`src/logic/drq_pkg.sv`:
```
// Purpose: Constants for the region access mask and queue view block
// Assumes: 32-bit APB, byte addresses, 12 address bits decoded
// Notes:   Channel register windows are repeated per shadow region

package drq_pkg;

    // ****************************************
    // Widths and counts
    // ****************************************
    localparam int DRQ_AW           = 12;
    localparam int DRQ_DW           = 32;
    localparam int DRQ_DMA_CH       = 32;
    localparam int DRQ_QCK_CH       = 8;
    localparam int DRQ_QUEUES       = 2;
    localparam int DRQ_SLOTS        = 16;
    localparam int DRQ_REGIONS      = 4;

    // ****************************************
    // Address map
    // ****************************************
    // Region masks: base + 8*m, dma mask at +0, quick mask at +4
    localparam logic [11:0] DRQ_MASK_BASE   = 12'h000;
    localparam logic [11:0] DRQ_MASK_STRIDE = 12'h008;
    localparam logic [11:0] DRQ_MASK_QCK    = 12'h004;
    // Global channel register window
    localparam logic [11:0] DRQ_GLB_BASE    = 12'h100;
    // Shadow windows: base + 0x20*m, same layout as the global one
    localparam logic [11:0] DRQ_SHD_BASE    = 12'h200;
    localparam logic [11:0] DRQ_SHD_STRIDE  = 12'h020;
    // Queue entries: base + 0x40*queue + 4*slot
    localparam logic [11:0] DRQ_QUE_BASE    = 12'h400;
    localparam logic [11:0] DRQ_QUE_STRIDE  = 12'h040;
    localparam logic [11:0] DRQ_QUE_TOP     = 12'h480;

    // Word offsets inside a channel register window
    localparam logic [2:0] DRQ_W_CH_EN      = 3'h0;
    localparam logic [2:0] DRQ_W_INT_EN     = 3'h1;
    localparam logic [2:0] DRQ_W_INT_PEND   = 3'h2;
    localparam logic [2:0] DRQ_W_QCK_EN     = 3'h3;
    localparam int         DRQ_WIN_WORDS    = 4;

    // ****************************************
    // Reset values
    // ****************************************
    localparam logic [31:0] DRQ_DMA_MASK_RST = 32'h0000_0000;
    localparam logic [7:0]  DRQ_QCK_MASK_RST = 8'h00;
    localparam logic [31:0] DRQ_CH_RST       = 32'h0000_0000;

    // ****************************************
    // Queue entry fields
    // ****************************************
    localparam int DRQ_KIND_LSB  = 6;
    localparam int DRQ_KIND_W    = 2;
    localparam int DRQ_CHAN_LSB  = 0;
    localparam int DRQ_CHAN_W    = 5;

    typedef enum logic [1:0] {
        DRQ_KIND_HW_LATCH = 2'h0,
        DRQ_KIND_MANUAL   = 2'h1,
        DRQ_KIND_CHAIN    = 2'h2,
        DRQ_KIND_QUICK    = 2'h3
    } drq_kind_t;

endpackage

```
`src/logic/drq_queue_store.sv`:
```
// Purpose: Holds the slots of every event queue for read-only viewing
// Assumes: The queue logic writes one slot per cycle
// Notes:   Contents after reset carry no meaning

`timescale 1ns/1ns

module drq_queue_store
    import drq_pkg::*;
#(
    parameter int QUEUES = DRQ_QUEUES,
    parameter int SLOTS  = DRQ_SLOTS
)
(
    // Clock and reset
    input  wire logic                       clk_i,
    input  wire logic                       rst_b_i,
    input  wire logic                       ce_i,
    // Write side
    input  wire logic                       wr_i,
    input  wire logic [$clog2(QUEUES)-1:0]  wr_queue_i,
    input  wire logic [$clog2(SLOTS)-1:0]   wr_slot_i,
    input  wire drq_pkg::drq_kind_t         wr_kind_i,
    input  wire logic [DRQ_CHAN_W-1:0]      wr_chan_i,
    // Read side
    input  wire logic [$clog2(QUEUES)-1:0]  rd_queue_i,
    input  wire logic [$clog2(SLOTS)-1:0]   rd_slot_i,
    output logic [DRQ_DW-1:0]               rd_data_o
);

    import drq_pkg::*;

    initial
    begin
        if (QUEUES < 2 || SLOTS < 2)
            $error("drq_queue_store: need two or more queues and slots");
    end

    typedef struct packed {
        logic [QUEUES-1:0][SLOTS-1:0][DRQ_KIND_W-1:0] kind;
        logic [QUEUES-1:0][SLOTS-1:0][DRQ_CHAN_W-1:0] chan;
    } drq_store_t;

    drq_store_t st_reg;
    drq_store_t st_next;

    always_comb
    begin
        st_next = st_reg;
        if (wr_i)
        begin
            st_next.kind[wr_queue_i][wr_slot_i] = wr_kind_i;
            st_next.chan[wr_queue_i][wr_slot_i] = wr_chan_i;
        end
    end

    // Reset clears the slots only to keep simulation free of unknowns
    always_ff @(posedge clk_i or negedge rst_b_i)
    begin
        if (!rst_b_i)
            st_reg <= '0;
        else if (ce_i)
            st_reg <= st_next;
    end

    // Bit 5 and the upper bits are held at zero
    always_comb
    begin
        rd_data_o = '0;
        rd_data_o[DRQ_KIND_LSB +: DRQ_KIND_W] =
            st_reg.kind[rd_queue_i][rd_slot_i];
        rd_data_o[DRQ_CHAN_LSB +: DRQ_CHAN_W] =
            st_reg.chan[rd_queue_i][rd_slot_i];
    end

endmodule

```
`src/logic/drq_region_access.sv`:
```
// Purpose: Per-region access masks over shadow channel register windows
// Assumes: APB slave, zero wait states, read data prepared in setup
// Notes:   Completion inputs feed the pending register and interrupts
//
// How it works
// - Each region has 32-bit dma mask, reset zero
// - Mask gates every channel and interrupt register
// - Clear bit: read zero, write ignored
// - Set bit: true read, write takes effect
// - Region completion interrupt uses only masked channels
// - Quick mask bits 7-0 RW, rest zero
// - Clear quick bit: read zero, write ignored
// - Set quick bit: true read, write updates
// - Sixteen read-only entries per queue, two queues
// - Entry kind in bits 7-6
// - Entry channel number in bits 4-0
// - Bit 5 and 31-8 read zero
//
// The APB interface to the registers and the register offsets were decided locally.

`timescale 1ns/1ns

module drq_region_access
    import drq_pkg::*;
#(
    parameter int REGIONS = DRQ_REGIONS
)
(
    // Clock and reset
    input  wire logic                            SYS_CLK_I,
    input  wire logic                            RST_B_I,
    input  wire logic                            CE_I,
    // APB slave
    input  wire logic                            PSEL_I,
    input  wire logic                            PENABLE_I,
    input  wire logic                            PWRITE_I,
    input  wire logic [DRQ_AW-1:0]               PADDR_I,
    input  wire logic [DRQ_DW-1:0]               PWDATA_I,
    input  wire logic [3:0]                      PSTRB_I,
    output logic [DRQ_DW-1:0]                    PRDATA_O,
    output logic                                 PREADY_O,
    output logic                                 PSLVERR_O,
    // Channel completion events
    input  wire logic [DRQ_DMA_CH-1:0]           CH_DONE_I,
    // Queue slot writes
    input  wire logic                            QUE_WR_I,
    input  wire logic                            QUE_SEL_I,
    input  wire logic [3:0]                      QUE_SLOT_I,
    input  wire drq_pkg::drq_kind_t              QUE_KIND_I,
    input  wire logic [DRQ_CHAN_W-1:0]           QUE_CHAN_I,
    // Channel enables to the transfer logic
    output logic [DRQ_DMA_CH-1:0]                CH_EN_O,
    output logic [DRQ_QCK_CH-1:0]                QCK_EN_O,
    // Interrupts
    output logic                                 IRQ_O,
    output logic [REGIONS-1:0]                   REGION_IRQ_O
);

    import drq_pkg::*;

    initial
    begin
        if (REGIONS < 1 || REGIONS > 8)
            $error("drq_region_access: REGIONS must be 1 to 8");
    end

    // ****************************************
    // State
    // ****************************************
    typedef struct packed {
        logic [REGIONS-1:0][DRQ_DMA_CH-1:0] dma_channel_region_mask;
        logic [REGIONS-1:0][DRQ_QCK_CH-1:0] quick_channel_region_mask;
        logic [DRQ_DMA_CH-1:0]              ch_en;
        logic [DRQ_DMA_CH-1:0]              int_en;
        logic [DRQ_DMA_CH-1:0]              int_pend;
        logic [DRQ_QCK_CH-1:0]              qck_en;
        logic [DRQ_DW-1:0]                  rdata;
        logic                               err;
    } drq_state_t;

    drq_state_t st_reg;
    drq_state_t st_next;

    // ****************************************
    // Address decode
    // ****************************************
    logic                       hit_mask;
    logic                       hit_glb;
    logic                       hit_shd;
    logic                       hit_que;
    logic                       dec_ok;
    logic [2:0]                 mask_rgn;
    logic [2:0]                 shd_rgn;
    logic [2:0]                 win_word;
    logic [DRQ_AW-1:0]          off_mask;
    logic [DRQ_AW-1:0]          off_shd;
    logic [DRQ_AW-1:0]          off_que;
    logic                       que_q;
    logic [3:0]                 que_slot;
    logic [DRQ_DW-1:0]          que_data;

    always_comb
    begin
        off_mask = PADDR_I - DRQ_MASK_BASE;
        off_shd  = PADDR_I - DRQ_SHD_BASE;
        off_que  = PADDR_I - DRQ_QUE_BASE;
        mask_rgn = off_mask[5:3];
        shd_rgn  = off_shd[7:5];
        win_word = PADDR_I[4:2];
        que_q    = off_que[6];
        que_slot = off_que[5:2];
        hit_mask = (PADDR_I < DRQ_GLB_BASE) && (off_mask[11:6] == '0)
                   && (32'(mask_rgn) < REGIONS);
        hit_glb  = (PADDR_I >= DRQ_GLB_BASE)
                   && (PADDR_I < DRQ_GLB_BASE + 12'(4 * DRQ_WIN_WORDS));
        hit_shd  = (PADDR_I >= DRQ_SHD_BASE) && (off_shd[11:8] == '0)
                   && (32'(shd_rgn) < REGIONS)
                   && (32'(win_word) < DRQ_WIN_WORDS);
        hit_que  = (PADDR_I >= DRQ_QUE_BASE) && (PADDR_I < DRQ_QUE_TOP);
        dec_ok   = (PADDR_I[1:0] == 2'h0)
                   && (hit_mask || hit_glb || hit_shd || hit_que);
    end

    // ****************************************
    // Queue view
    // ****************************************
    drq_queue_store #(
        .QUEUES (DRQ_QUEUES),
        .SLOTS  (DRQ_SLOTS)
    ) drq_queue_store_inst (
        .clk_i      (SYS_CLK_I),
        .rst_b_i    (RST_B_I),
        .ce_i       (CE_I),
        .wr_i       (QUE_WR_I),
        .wr_queue_i (QUE_SEL_I),
        .wr_slot_i  (QUE_SLOT_I),
        .wr_kind_i  (QUE_KIND_I),
        .wr_chan_i  (QUE_CHAN_I),
        .rd_queue_i (que_q),
        .rd_slot_i  (que_slot),
        .rd_data_o  (que_data)
    );

    // ****************************************
    // Access gate for the selected window
    // ****************************************
    logic [DRQ_DW-1:0]          gate;
    logic [DRQ_DW-1:0]          bmask;
    logic [DRQ_DW-1:0]          raw;

    always_comb
    begin
        // Global window passes every bit
        gate = '1;
        if (hit_shd)
        begin
            if (win_word == DRQ_W_QCK_EN)
                gate = {24'h000000,
                        st_reg.quick_channel_region_mask[shd_rgn]};
            else
                gate = st_reg.dma_channel_region_mask[shd_rgn];
        end
        for (int b = 0; b < 4; b++)
            bmask[8*b +: 8] = {8{PSTRB_I[b]}};
        case (win_word)
            DRQ_W_CH_EN:    raw = st_reg.ch_en;
            DRQ_W_INT_EN:   raw = st_reg.int_en;
            DRQ_W_INT_PEND: raw = st_reg.int_pend;
            DRQ_W_QCK_EN:   raw = {24'h000000, st_reg.qck_en};
            default:        raw = '0;
        endcase
    end

    // ****************************************
    // Next state
    // ****************************************
    logic                       setup;
    logic                       wr_go;
    logic [DRQ_DW-1:0]          wm;
    logic [DRQ_DW-1:0]          pend_clr;

    always_comb
    begin
        st_next  = st_reg;
        setup    = PSEL_I && !PENABLE_I;
        wr_go    = PSEL_I && PENABLE_I && PWRITE_I && !st_reg.err;
        // Only bits both strobed and permitted by the region change
        wm       = gate & bmask;
        pend_clr = '0;

        // Read data and error are settled in setup so they leave flops
        if (setup)
        begin
            st_next.err   = !dec_ok;
            st_next.rdata = '0;
            // A refused access returns zero whatever window it lands in
            if (!dec_ok)
                st_next.rdata = '0;
            else if (hit_mask)
            begin
                if (off_mask[2])
                    st_next.rdata = {24'h000000,
                        st_reg.quick_channel_region_mask[mask_rgn]};
                else
                    st_next.rdata =
                        st_reg.dma_channel_region_mask[mask_rgn];
            end
            else if (hit_glb || hit_shd)
                st_next.rdata = raw & gate;
            else if (hit_que)
                st_next.rdata = que_data;
        end

        if (wr_go && hit_mask)
        begin
            if (off_mask[2])
                st_next.quick_channel_region_mask[mask_rgn] =
                    PSTRB_I[0] ? PWDATA_I[7:0]
                               : st_reg.quick_channel_region_mask[mask_rgn];
            else
                st_next.dma_channel_region_mask[mask_rgn] =
                    (st_reg.dma_channel_region_mask[mask_rgn] & ~bmask)
                    | (PWDATA_I & bmask);
        end

        // Queue entries ignore writes: they are read-only views
        if (wr_go && (hit_glb || hit_shd))
        begin
            case (win_word)
                DRQ_W_CH_EN:
                    st_next.ch_en = (st_reg.ch_en & ~wm)
                                    | (PWDATA_I & wm);
                DRQ_W_INT_EN:
                    st_next.int_en = (st_reg.int_en & ~wm)
                                     | (PWDATA_I & wm);
                DRQ_W_INT_PEND:
                    pend_clr = PWDATA_I & wm;
                DRQ_W_QCK_EN:
                    st_next.qck_en = (st_reg.qck_en & ~wm[7:0])
                                     | (PWDATA_I[7:0] & wm[7:0]);
                default:
                    pend_clr = '0;
            endcase
        end

        // A completion in the clearing cycle is kept: set beats clear
        st_next.int_pend = (st_reg.int_pend & ~pend_clr) | CH_DONE_I;
    end

    // ****************************************
    // Registers
    // ****************************************
    always_ff @(posedge SYS_CLK_I or negedge RST_B_I)
    begin
        if (!RST_B_I)
        begin
            st_reg <= '0;
            for (int m = 0; m < REGIONS; m++)
            begin
                st_reg.dma_channel_region_mask[m]   <= DRQ_DMA_MASK_RST;
                st_reg.quick_channel_region_mask[m] <= DRQ_QCK_MASK_RST;
            end
            st_reg.ch_en    <= DRQ_CH_RST;
            st_reg.int_en   <= DRQ_CH_RST;
            st_reg.int_pend <= DRQ_CH_RST;
        end
        else if (CE_I)
            st_reg <= st_next;
    end

    // ****************************************
    // Outputs
    // ****************************************
    // No wait states; a frozen clock enable also holds the bus
    assign PREADY_O  = PSEL_I && PENABLE_I && CE_I;
    assign PSLVERR_O = PSEL_I && PENABLE_I && st_reg.err;
    assign PRDATA_O  = st_reg.rdata;
    assign CH_EN_O   = st_reg.ch_en;
    assign QCK_EN_O  = st_reg.qck_en;
    assign IRQ_O     = |(st_reg.int_pend & st_reg.int_en);

    genvar g;
    generate
        for (g = 0; g < REGIONS; g++)
        begin : g_rgn_irq
            assign REGION_IRQ_O[g] = |(st_reg.int_pend & st_reg.int_en
                & st_reg.dma_channel_region_mask[g]);
        end
    endgenerate

endmodule

```
`config.mk`:
```
export PLATFORM = sky130hd
export DESIGN_NAME = drq_region_access
export DESIGN_NICKNAME = d
export VERILOG_FILES = /design/src/logic/drq_pkg.sv /design/src/logic/drq_queue_store.sv /design/src/logic/drq_region_access.sv
export SDC_FILE = /design/constraint.sdc
export NUM_CORES = 1
export LEC_CHECK = 0
export BUFFER_PORTS_ARGS = -buffer_cell sky130_fd_sc_hd__clkbuf_2
export CORE_MARGIN = 3
export CORE_UTILIZATION = 30
export CTS_CLUSTER_DIAMETER = 120
export DETAILED_ROUTE_END_ITERATION = 10
export PLACE_DENSITY = 0.53
export SYNTH_ARGS = -nofsm -noshare
export SYNTH_HDL_FRONTEND = slang
export SYNTH_SLANG_ARGS = --single-unit
```
`constraint.sdc`:
```
create_clock -name SYS_CLK_I -period 2.3 [get_ports SYS_CLK_I]
set_input_delay 0 -clock SYS_CLK_I [delete_from_list [all_inputs] [get_ports SYS_CLK_I]]
set_output_delay 0 -clock SYS_CLK_I [all_outputs]
set_load 0.005 [all_outputs]
```
==> out/summary.txt, run 1 <==
Residual DRC -> 0
total clock sinks -> 521
final setup vio count -> 5
CTS tree -> built
Starting DRT DRC Count -> 2192
synth warn -> 0
total number of vias -> 21160
drt wl/cell -> 26.91 µm
CTS root buffer -> clkbuf_16
leading area contributor after synthesis -> dfrtp_1
Post-Route Skew -> 45.75 ps
FF+latch count, synth -> 521
Max Cap Viol -> 0
worst skew pair latency -> 660 ps
post-synth net total -> 2374
Avg Cell Area, Syn -> 11.89 µm²
first-pass GRT wire length -> 148.2 mm
min Tclk post-route -> 2650 ps
Syn Std Cell Area -> 0.02704 mm²
Post-synth EDFFs -> 0
DRT antenna net count -> 0
CP delay by family, top -> simple AND/OR/NAND/NOR gates
initial antenna violation count -> 5
drt first pass iters -> 5
commonest non-fill, non-tap cells in the layout -> dfrtp_1 (519), nand2_1 (334), mux2_2 (308)
Layout Utilization -> 0.3726
main area contributors after synthesis -> dfrtp_1 (48%), mux2_2 (13%), mux4_2 (11%)
status -> finished with violations
Num CTS Buffers -> 58
pins over their slew limit -> 0
starting density of the core -> 0.3041
async set-or-reset flop fraction in the synthesized netlist -> 1.000
Worst VDD drop -> 0.0006147 V
Critical Path Start Type -> flop
CP max stage delay -> 570 ps
Nets -> 2668
die width -> 306.2 µm
Clock transition at path regs -> 60 ps
share of cells above drive strength 1 -> 0.3665
top_reg_cell synth -> dfrtp_1
DP Worst Slack -> -79.60 ps
GRT Total Usage -> 0.2120
leak pwr -> 14.68 nW
CP cell instances -> and2_4, a32o_2, a221oi_4, buf_4, nand4_1, or4_4, clkbuf_2
Cell Pwr Density -> 672.8 mW/mm²
final period utilization -> 1.152
top-area cell type share of the netlist area -> 0.4822
die height -> 306.2 µm
CP Capture Type -> output port
fmax -> 377.4 MHz
number of port buffers -> 177
final hold vios -> 1
PnR worst setup slack -> -349.7 ps
clock buffer depth -> 3
Syn Inst Count -> 2274
CP arrival -> 2650 ps
WHS -> -24.30 ps
Final GP Congestion -> 0.9235
H-tree depth -> 2
# rows -> 109
Finished Layout Cells -> 3782
Unique masters post-synth -> 61
Die ar. -> 0.09377 mm²
Routed WL -> 101.8 mm
failing checks -> hold timing, setup timing
# fillers -> 8614
worst endpoint required time -> 2300 ps
dpl hpwl -> 72.93 mm
critical path fanouts, max -> 2
Worst Path Buf+Inv -> 2
Worst-Margin Slew -> 872.4 ps
area delta synth->final -> 22.55%
Placed Cells -> 3571
Hold Path Class -> input pin to asynchronous set/reset pin
Top-Level Pins -> 178
CP max stage cell -> or4_4
largest net degree at the start of global routing -> 71
most common cell after layout, fill and taps aside -> dfrtp_1
vias in the first global route -> 21560
WS Path Type -> flop to output port
post-synthesis sequential area ratio -> 0.4822
average vias per placed instance -> 5.595
remaining global-route overflow -> 0
Placeable Area -> 0.08892 mm²
Slew headroom -> 0.4184
RSZ-0062 raised after global routing -> true
synthesized netlist by cell type, types with 3 or more instances:
| cell | instances |
|---|---|
| dfrtp_1 | 521 |
| nand2_1 | 338 |
| mux2_2 | 308 |
| o21ai_0 | 202 |
| mux4_2 | 130 |
| nor2_1 | 89 |
| mux2i_1 | 88 |
| buf_4 | 85 |
| clkbuf_1 | 80 |
| a32oi_1 | 52 |
| nand4_1 | 43 |
| a22o_1 | 37 |
| nand3_1 | 37 |
| buf_2 | 32 |
| and2_1 | 28 |
| a22oi_1 | 19 |
| a221oi_1 | 13 |
| a31oi_1 | 13 |
| and3_1 | 13 |
| a21oi_1 | 12 |
| inv_1 | 10 |
| nor2b_1 | 9 |
| buf_6 | 8 |
| a21o_1 | 7 |
| buf_1 | 7 |
| mux2_1 | 7 |
| nor4_1 | 6 |
| o22a_1 | 6 |
| o22ai_1 | 6 |
| a32o_1 | 5 |
| nor3_1 | 5 |
| a21boi_0 | 4 |
| inv_2 | 4 |
| nand2b_1 | 4 |
| or4_1 | 4 |
| a211oi_1 | 3 |
| mux4_1 | 3 |
| nand3b_1 | 3 |
| nor4b_1 | 3 |
| o221ai_1 | 3 |
| or3_1 | 3 |
cell families after synthesis:
kind of cell,synth area share
flops,0.4822
buf+inv,0.04762
simple gates,0.09898
compound gates,0.09547
xor+xnor,0.0003240
fa+ha+maj,0.0004627
mux,0.2750
timing repair:
item / 4_1_cts / 5_1_grt
buffers inserted: 6 / 9
hold buffers: 85 / 0
pin swaps: 10 / 7
cloned: 0 / 2
setup endpoints to repair: 5 / 21
gates resized for setup: 30 / 13
hold endpoints to repair: 754 / 0
cell type report:
| type | count | area, µm² | share of cell area |
|---|---|---|---|
| timing repair buffer | 448 | 3640 | 0.1098 |
| inverter | 14 | 52.55 | 0.001586 |
| clock inverter | 37 | 486.7 | 0.01469 |
| tap | 1165 | 1458 | 0.04399 |
| sequential | 521 | 13040 | 0.3935 |
| clock buffer | 69 | 1563 | 0.04716 |
| multi-input combinational | 1525 | 12890 | 0.3889 |
| antenna | 3 | 7.507 | 0.0002266 |
worst paths after layout:
| path | slack [ps] | from | depth (start not counted) | endpoint |
|---|---|---|---|---|
| worst min register to register | 480 | PRDATA_O[18]$_DFFE_PN0P_ | 2 | PRDATA_O[18]$_DFFE_PN0P_ |
| worst min-delay path | -20 | RST_B_I | 2 | asynchronous set/reset pin |
| worst max-delay path | -350 | st_reg[64]$_DFFE_PN0P_ | 7 | REGION_IRQ_O[2] |
| max in group asynchronous | 1280 | RST_B_I | 4 | st_reg[259]$_DFFE_PN0P_ |
| min in group SYS_CLK_I | 60 | PSEL_I | 5 | PRDATA_O[5]$_DFFE_PN0P_ |
| worst max register to register | 90 | drq_queue_store_inst.st_reg[126]$_DFFE_PN0P_ | 5 | PRDATA_O[1]$_DFFE_PN0P_ |
routing by layer:
metal,GRT usage,vias up,share of wire
met5,0,-,0
met4,0.07120,0,0.035
met3,0.05305,186,0.087
met2,0.3278,1039,0.45
met1,0.2911,10970,0.43
li1,-,8967,-
per-stage QoR:
stage / instance area (µm²) / total power, W / TNS, ps
finish: 33130 / 0.02229 / -1098
global route: 33130 / 0.02304 / -1470
CTS: 32950 / 0.02250 / -1315
detailed placement: 29910 / 0.01230 / -134.8
global placement: 29910 / 0.01220 / -190.4
floorplan: 27040 / 0.01127 / 0
where the power goes:
part | leakage [nW] | total (W) | internal, W | switching, W
combinational | 6.72 | 0.00228 | 0.00111 | 0.00118
sequential | 6.95 | 0.00994 | 0.00969 | 0.000255
clock | 1.00 | 0.0101 | 0.00588 | 0.00419
total | 14.7 | 0.0223 | 0.0167 | 0.00562
Note: power is estimated with default switching activity, not from simulation.
==> run 2, diff against run 1 <==
--- a/config.mk
+++ b/config.mk
@@ -13,4 +13,5 @@
 export PLACE_DENSITY = 0.53
 export SYNTH_ARGS = -nofsm -noshare
 export SYNTH_HDL_FRONTEND = slang
+export SYNTH_HIERARCHICAL = 1
 export SYNTH_SLANG_ARGS = --single-unit
==> constraint.sdc (replaced) <==
create_clock -name SYS_CLK_I -period 3.3 [get_ports SYS_CLK_I]
set_input_delay 0 -clock SYS_CLK_I [delete_from_list [all_inputs] [get_ports SYS_CLK_I]]
set_output_delay 0 -clock SYS_CLK_I [all_outputs]
set_load 0.005 [all_outputs]
==> out/summary.txt, run 2 <==
Slew headroom -> 0.2090
Nets -> 2606
Starting DRT DRC Count -> 1910
fmax -> 348.3 MHz
H-tree depth -> 2
RSZ-0062 raised after global routing -> false
CP arrival -> 3380 ps
synth warn -> 6
Unique masters post-synth -> 62
Critical Path Start Type -> flop
Cell Pwr Density -> 477.1 mW/mm²
WHS -> -16.44 ps
top_reg_cell synth -> dfrtp_1
most common cell after layout, fill and taps aside -> dfrtp_1
failing checks -> hold timing
average vias per placed instance -> 5.536
Residual DRC -> 0
Max Cap Viol -> 0
die width -> 309.1 µm
Post-Route Skew -> 39.77 ps
GRT Total Usage -> 0.2000
async set-or-reset flop fraction in the synthesized netlist -> 1.000
Post-synth EDFFs -> 0
clock buffer depth -> 3
die height -> 309.1 µm
final setup vio count -> 0
DRT antenna net count -> 0
starting density of the core -> 0.3044
vias in the first global route -> 21260
Worst-Margin Slew -> 1185 ps
final period utilization -> 0.8701
leak pwr -> 13.93 nW
# rows -> 110
WS Path Type -> flop to flop
Num CTS Buffers -> 58
post-synthesis sequential area ratio -> 0.4730
total clock sinks -> 521
final hold vios -> 3
number of port buffers -> 177
CTS Hold Bufs -> 103
Top-Level Pins -> 178
FF+latch count, synth -> 521
Ant. Diodes -> 0
postcts setup bufs -> 0
main area contributors after synthesis -> dfrtp_1 (47%), mux4_2 (13%), mux2_2 (9.9%)
total number of vias -> 20640
min Tclk post-route -> 2871 ps
remaining global-route overflow -> 0
CTS resizes -> 0
PnR worst setup slack -> 428.6 ps
status -> finished with violations
Avg Cell Area, Syn -> 11.82 µm²
CTS root buffer -> clkbuf_16
drt wl/cell -> 25.75 µm
Worst VDD drop -> 0.0004963 V
Hold Path Class -> input pin to asynchronous set/reset pin
# fillers -> 8868
CP Capture Type -> flop
Placeable Area -> 0.09056 mm²
worst skew pair latency -> 670 ps
drt first pass iters -> 5
share of cells above drive strength 1 -> 0.3080
top-area cell type share of the netlist area -> 0.4730
commonest non-fill, non-tap cells in the layout -> dfrtp_1 (521), nand2_1 (337), mux2_2 (243)
Syn Inst Count -> 2332
leading area contributor after synthesis -> dfrtp_1
critical path fanouts, max -> 17
synth cell count leaders -> dfrtp_1 (521), nand2_1 (339), mux2_2 (243)
setup TNS -> 0 ps
Syn Std Cell Area -> 0.02756 mm²
pins over their slew limit -> 0
area delta synth->final -> 17.27%
CTS tree -> built
Routed WL -> 96.00 mm
Die ar. -> 0.09555 mm²
Layout Utilization -> 0.3569
count leader, synth -> dfrtp_1
first-pass GRT wire length -> 143.3 mm
largest net degree at the start of global routing -> 94
Clock transition at path regs -> 60 ps
DP Worst Slack -> 515.4 ps
dpl hpwl -> 67.54 mm
Final GP Congestion -> 0.9487
worst endpoint required time -> 3810 ps
initial antenna violation count -> 1
run 2: changes by cell type after synthesis, sizes merged, moves of 30 or more:
| cell | previous run | this run |
|---|---|---|
| mux2 | 315 | 255 |
| o21ai | 203 | 250 |
| a32oi | 52 | 22 |
| nor2 | 89 | 39 |
| nand4 | 43 | 12 |
| o31ai | 2 | 84 |
run 2: per-stage QoR:
step | std cells | power (W) | area (µm²)
global route | 3728 | 0.01602 | 32320
global placement | 3519 | 0.008470 | 29230
CTS | 3728 | 0.01560 | 32320
floorplan | 2356 | 0.007950 | 27650
detailed placement | 3519 | 0.008543 | 29230
finish | 3728 | 0.01542 | 32320
run 2: cell families after synthesis:
kind of cell | count (synthesis) | share of synthesized area
adders and majority gates | 1 | 0.0004539
muxes | 481 | 0.2562
other | 1 | 0.0001360
DFF | 521 | 0.4730
buffers and inverters | 288 | 0.05937
and+or+nand+nor | 514 | 0.08888
AOI/OAI and AO/OA | 525 | 0.1217
xor gates and xnor gates | 1 | 0.0003178
run 2: routing by layer:
metal  wire [µm]  global-route usage  vias up
met5          12                   0        -
met4        2817             0.06156        2
met3        6878             0.03800      159
met2       43840              0.3135      848
met1       42450              0.2810    10710
li1            -                   -     8922
run 2: path summary, 6_finish.rpt:
check / start / end / slack, ps / depth (start not counted)
setup / recovery: st_reg[0]$_DFFE_PN0P_ / st_reg[58]$_DFFE_PN0P_ / 430 / 7
hold / removal: RST_B_I / st_reg[72]$_DFFE_PN0P_ / -20 / 2
setup reg to reg: st_reg[0]$_DFFE_PN0P_ / st_reg[58]$_DFFE_PN0P_ / 430 / 7
hold reg to reg: drq_queue_store_inst/st_reg[100]$_DFFE_PN0P_ / drq_queue_store_inst/st_reg[100]$_DFFE_PN0P_ / 490 / 1
max in group asynchronous: RST_B_I / drq_queue_store_inst/st_reg[5]$_DFFE_PN0P_ / 2170 / 3
min in group SYS_CLK_I: PSTRB_I[2] / st_reg[192]$_DFFE_PN0P_ / 30 / 4
run 2: worst max-delay path, stage by stage, from the launching register on:
cell and delay (ps):
dfrtp_1 420, inv_1 130, and3_1 540, o211ai_4 420
buf_12 310, o31ai_1 280, nand2_1 80, dlygate4sd3_1 550
run 2: final cells by class:
type,instances,area (µm²),share of cell area
repair buffers,346,2613,0.08082
well taps,1176,1471,0.04552
inverters,32,120.1,0.003716
multi-input cells,1547,13020,0.4029
clock inverters,30,430.4,0.01332
clock buffers,76,1629,0.05040
flip-flops and latches,521,13040,0.4033
run 2: power by group:
group | total (W) | leakage [nW] | switching (W) | internal, W
Clock | 0.00694 | 1.02 | 0.00282 | 0.00411
Sequential | 0.00693 | 6.96 | 0.000174 | 0.00675
Combinational | 0.00156 | 5.96 | 0.000807 | 0.000753
Total | 0.0154 | 13.9 | 0.00380 | 0.0116
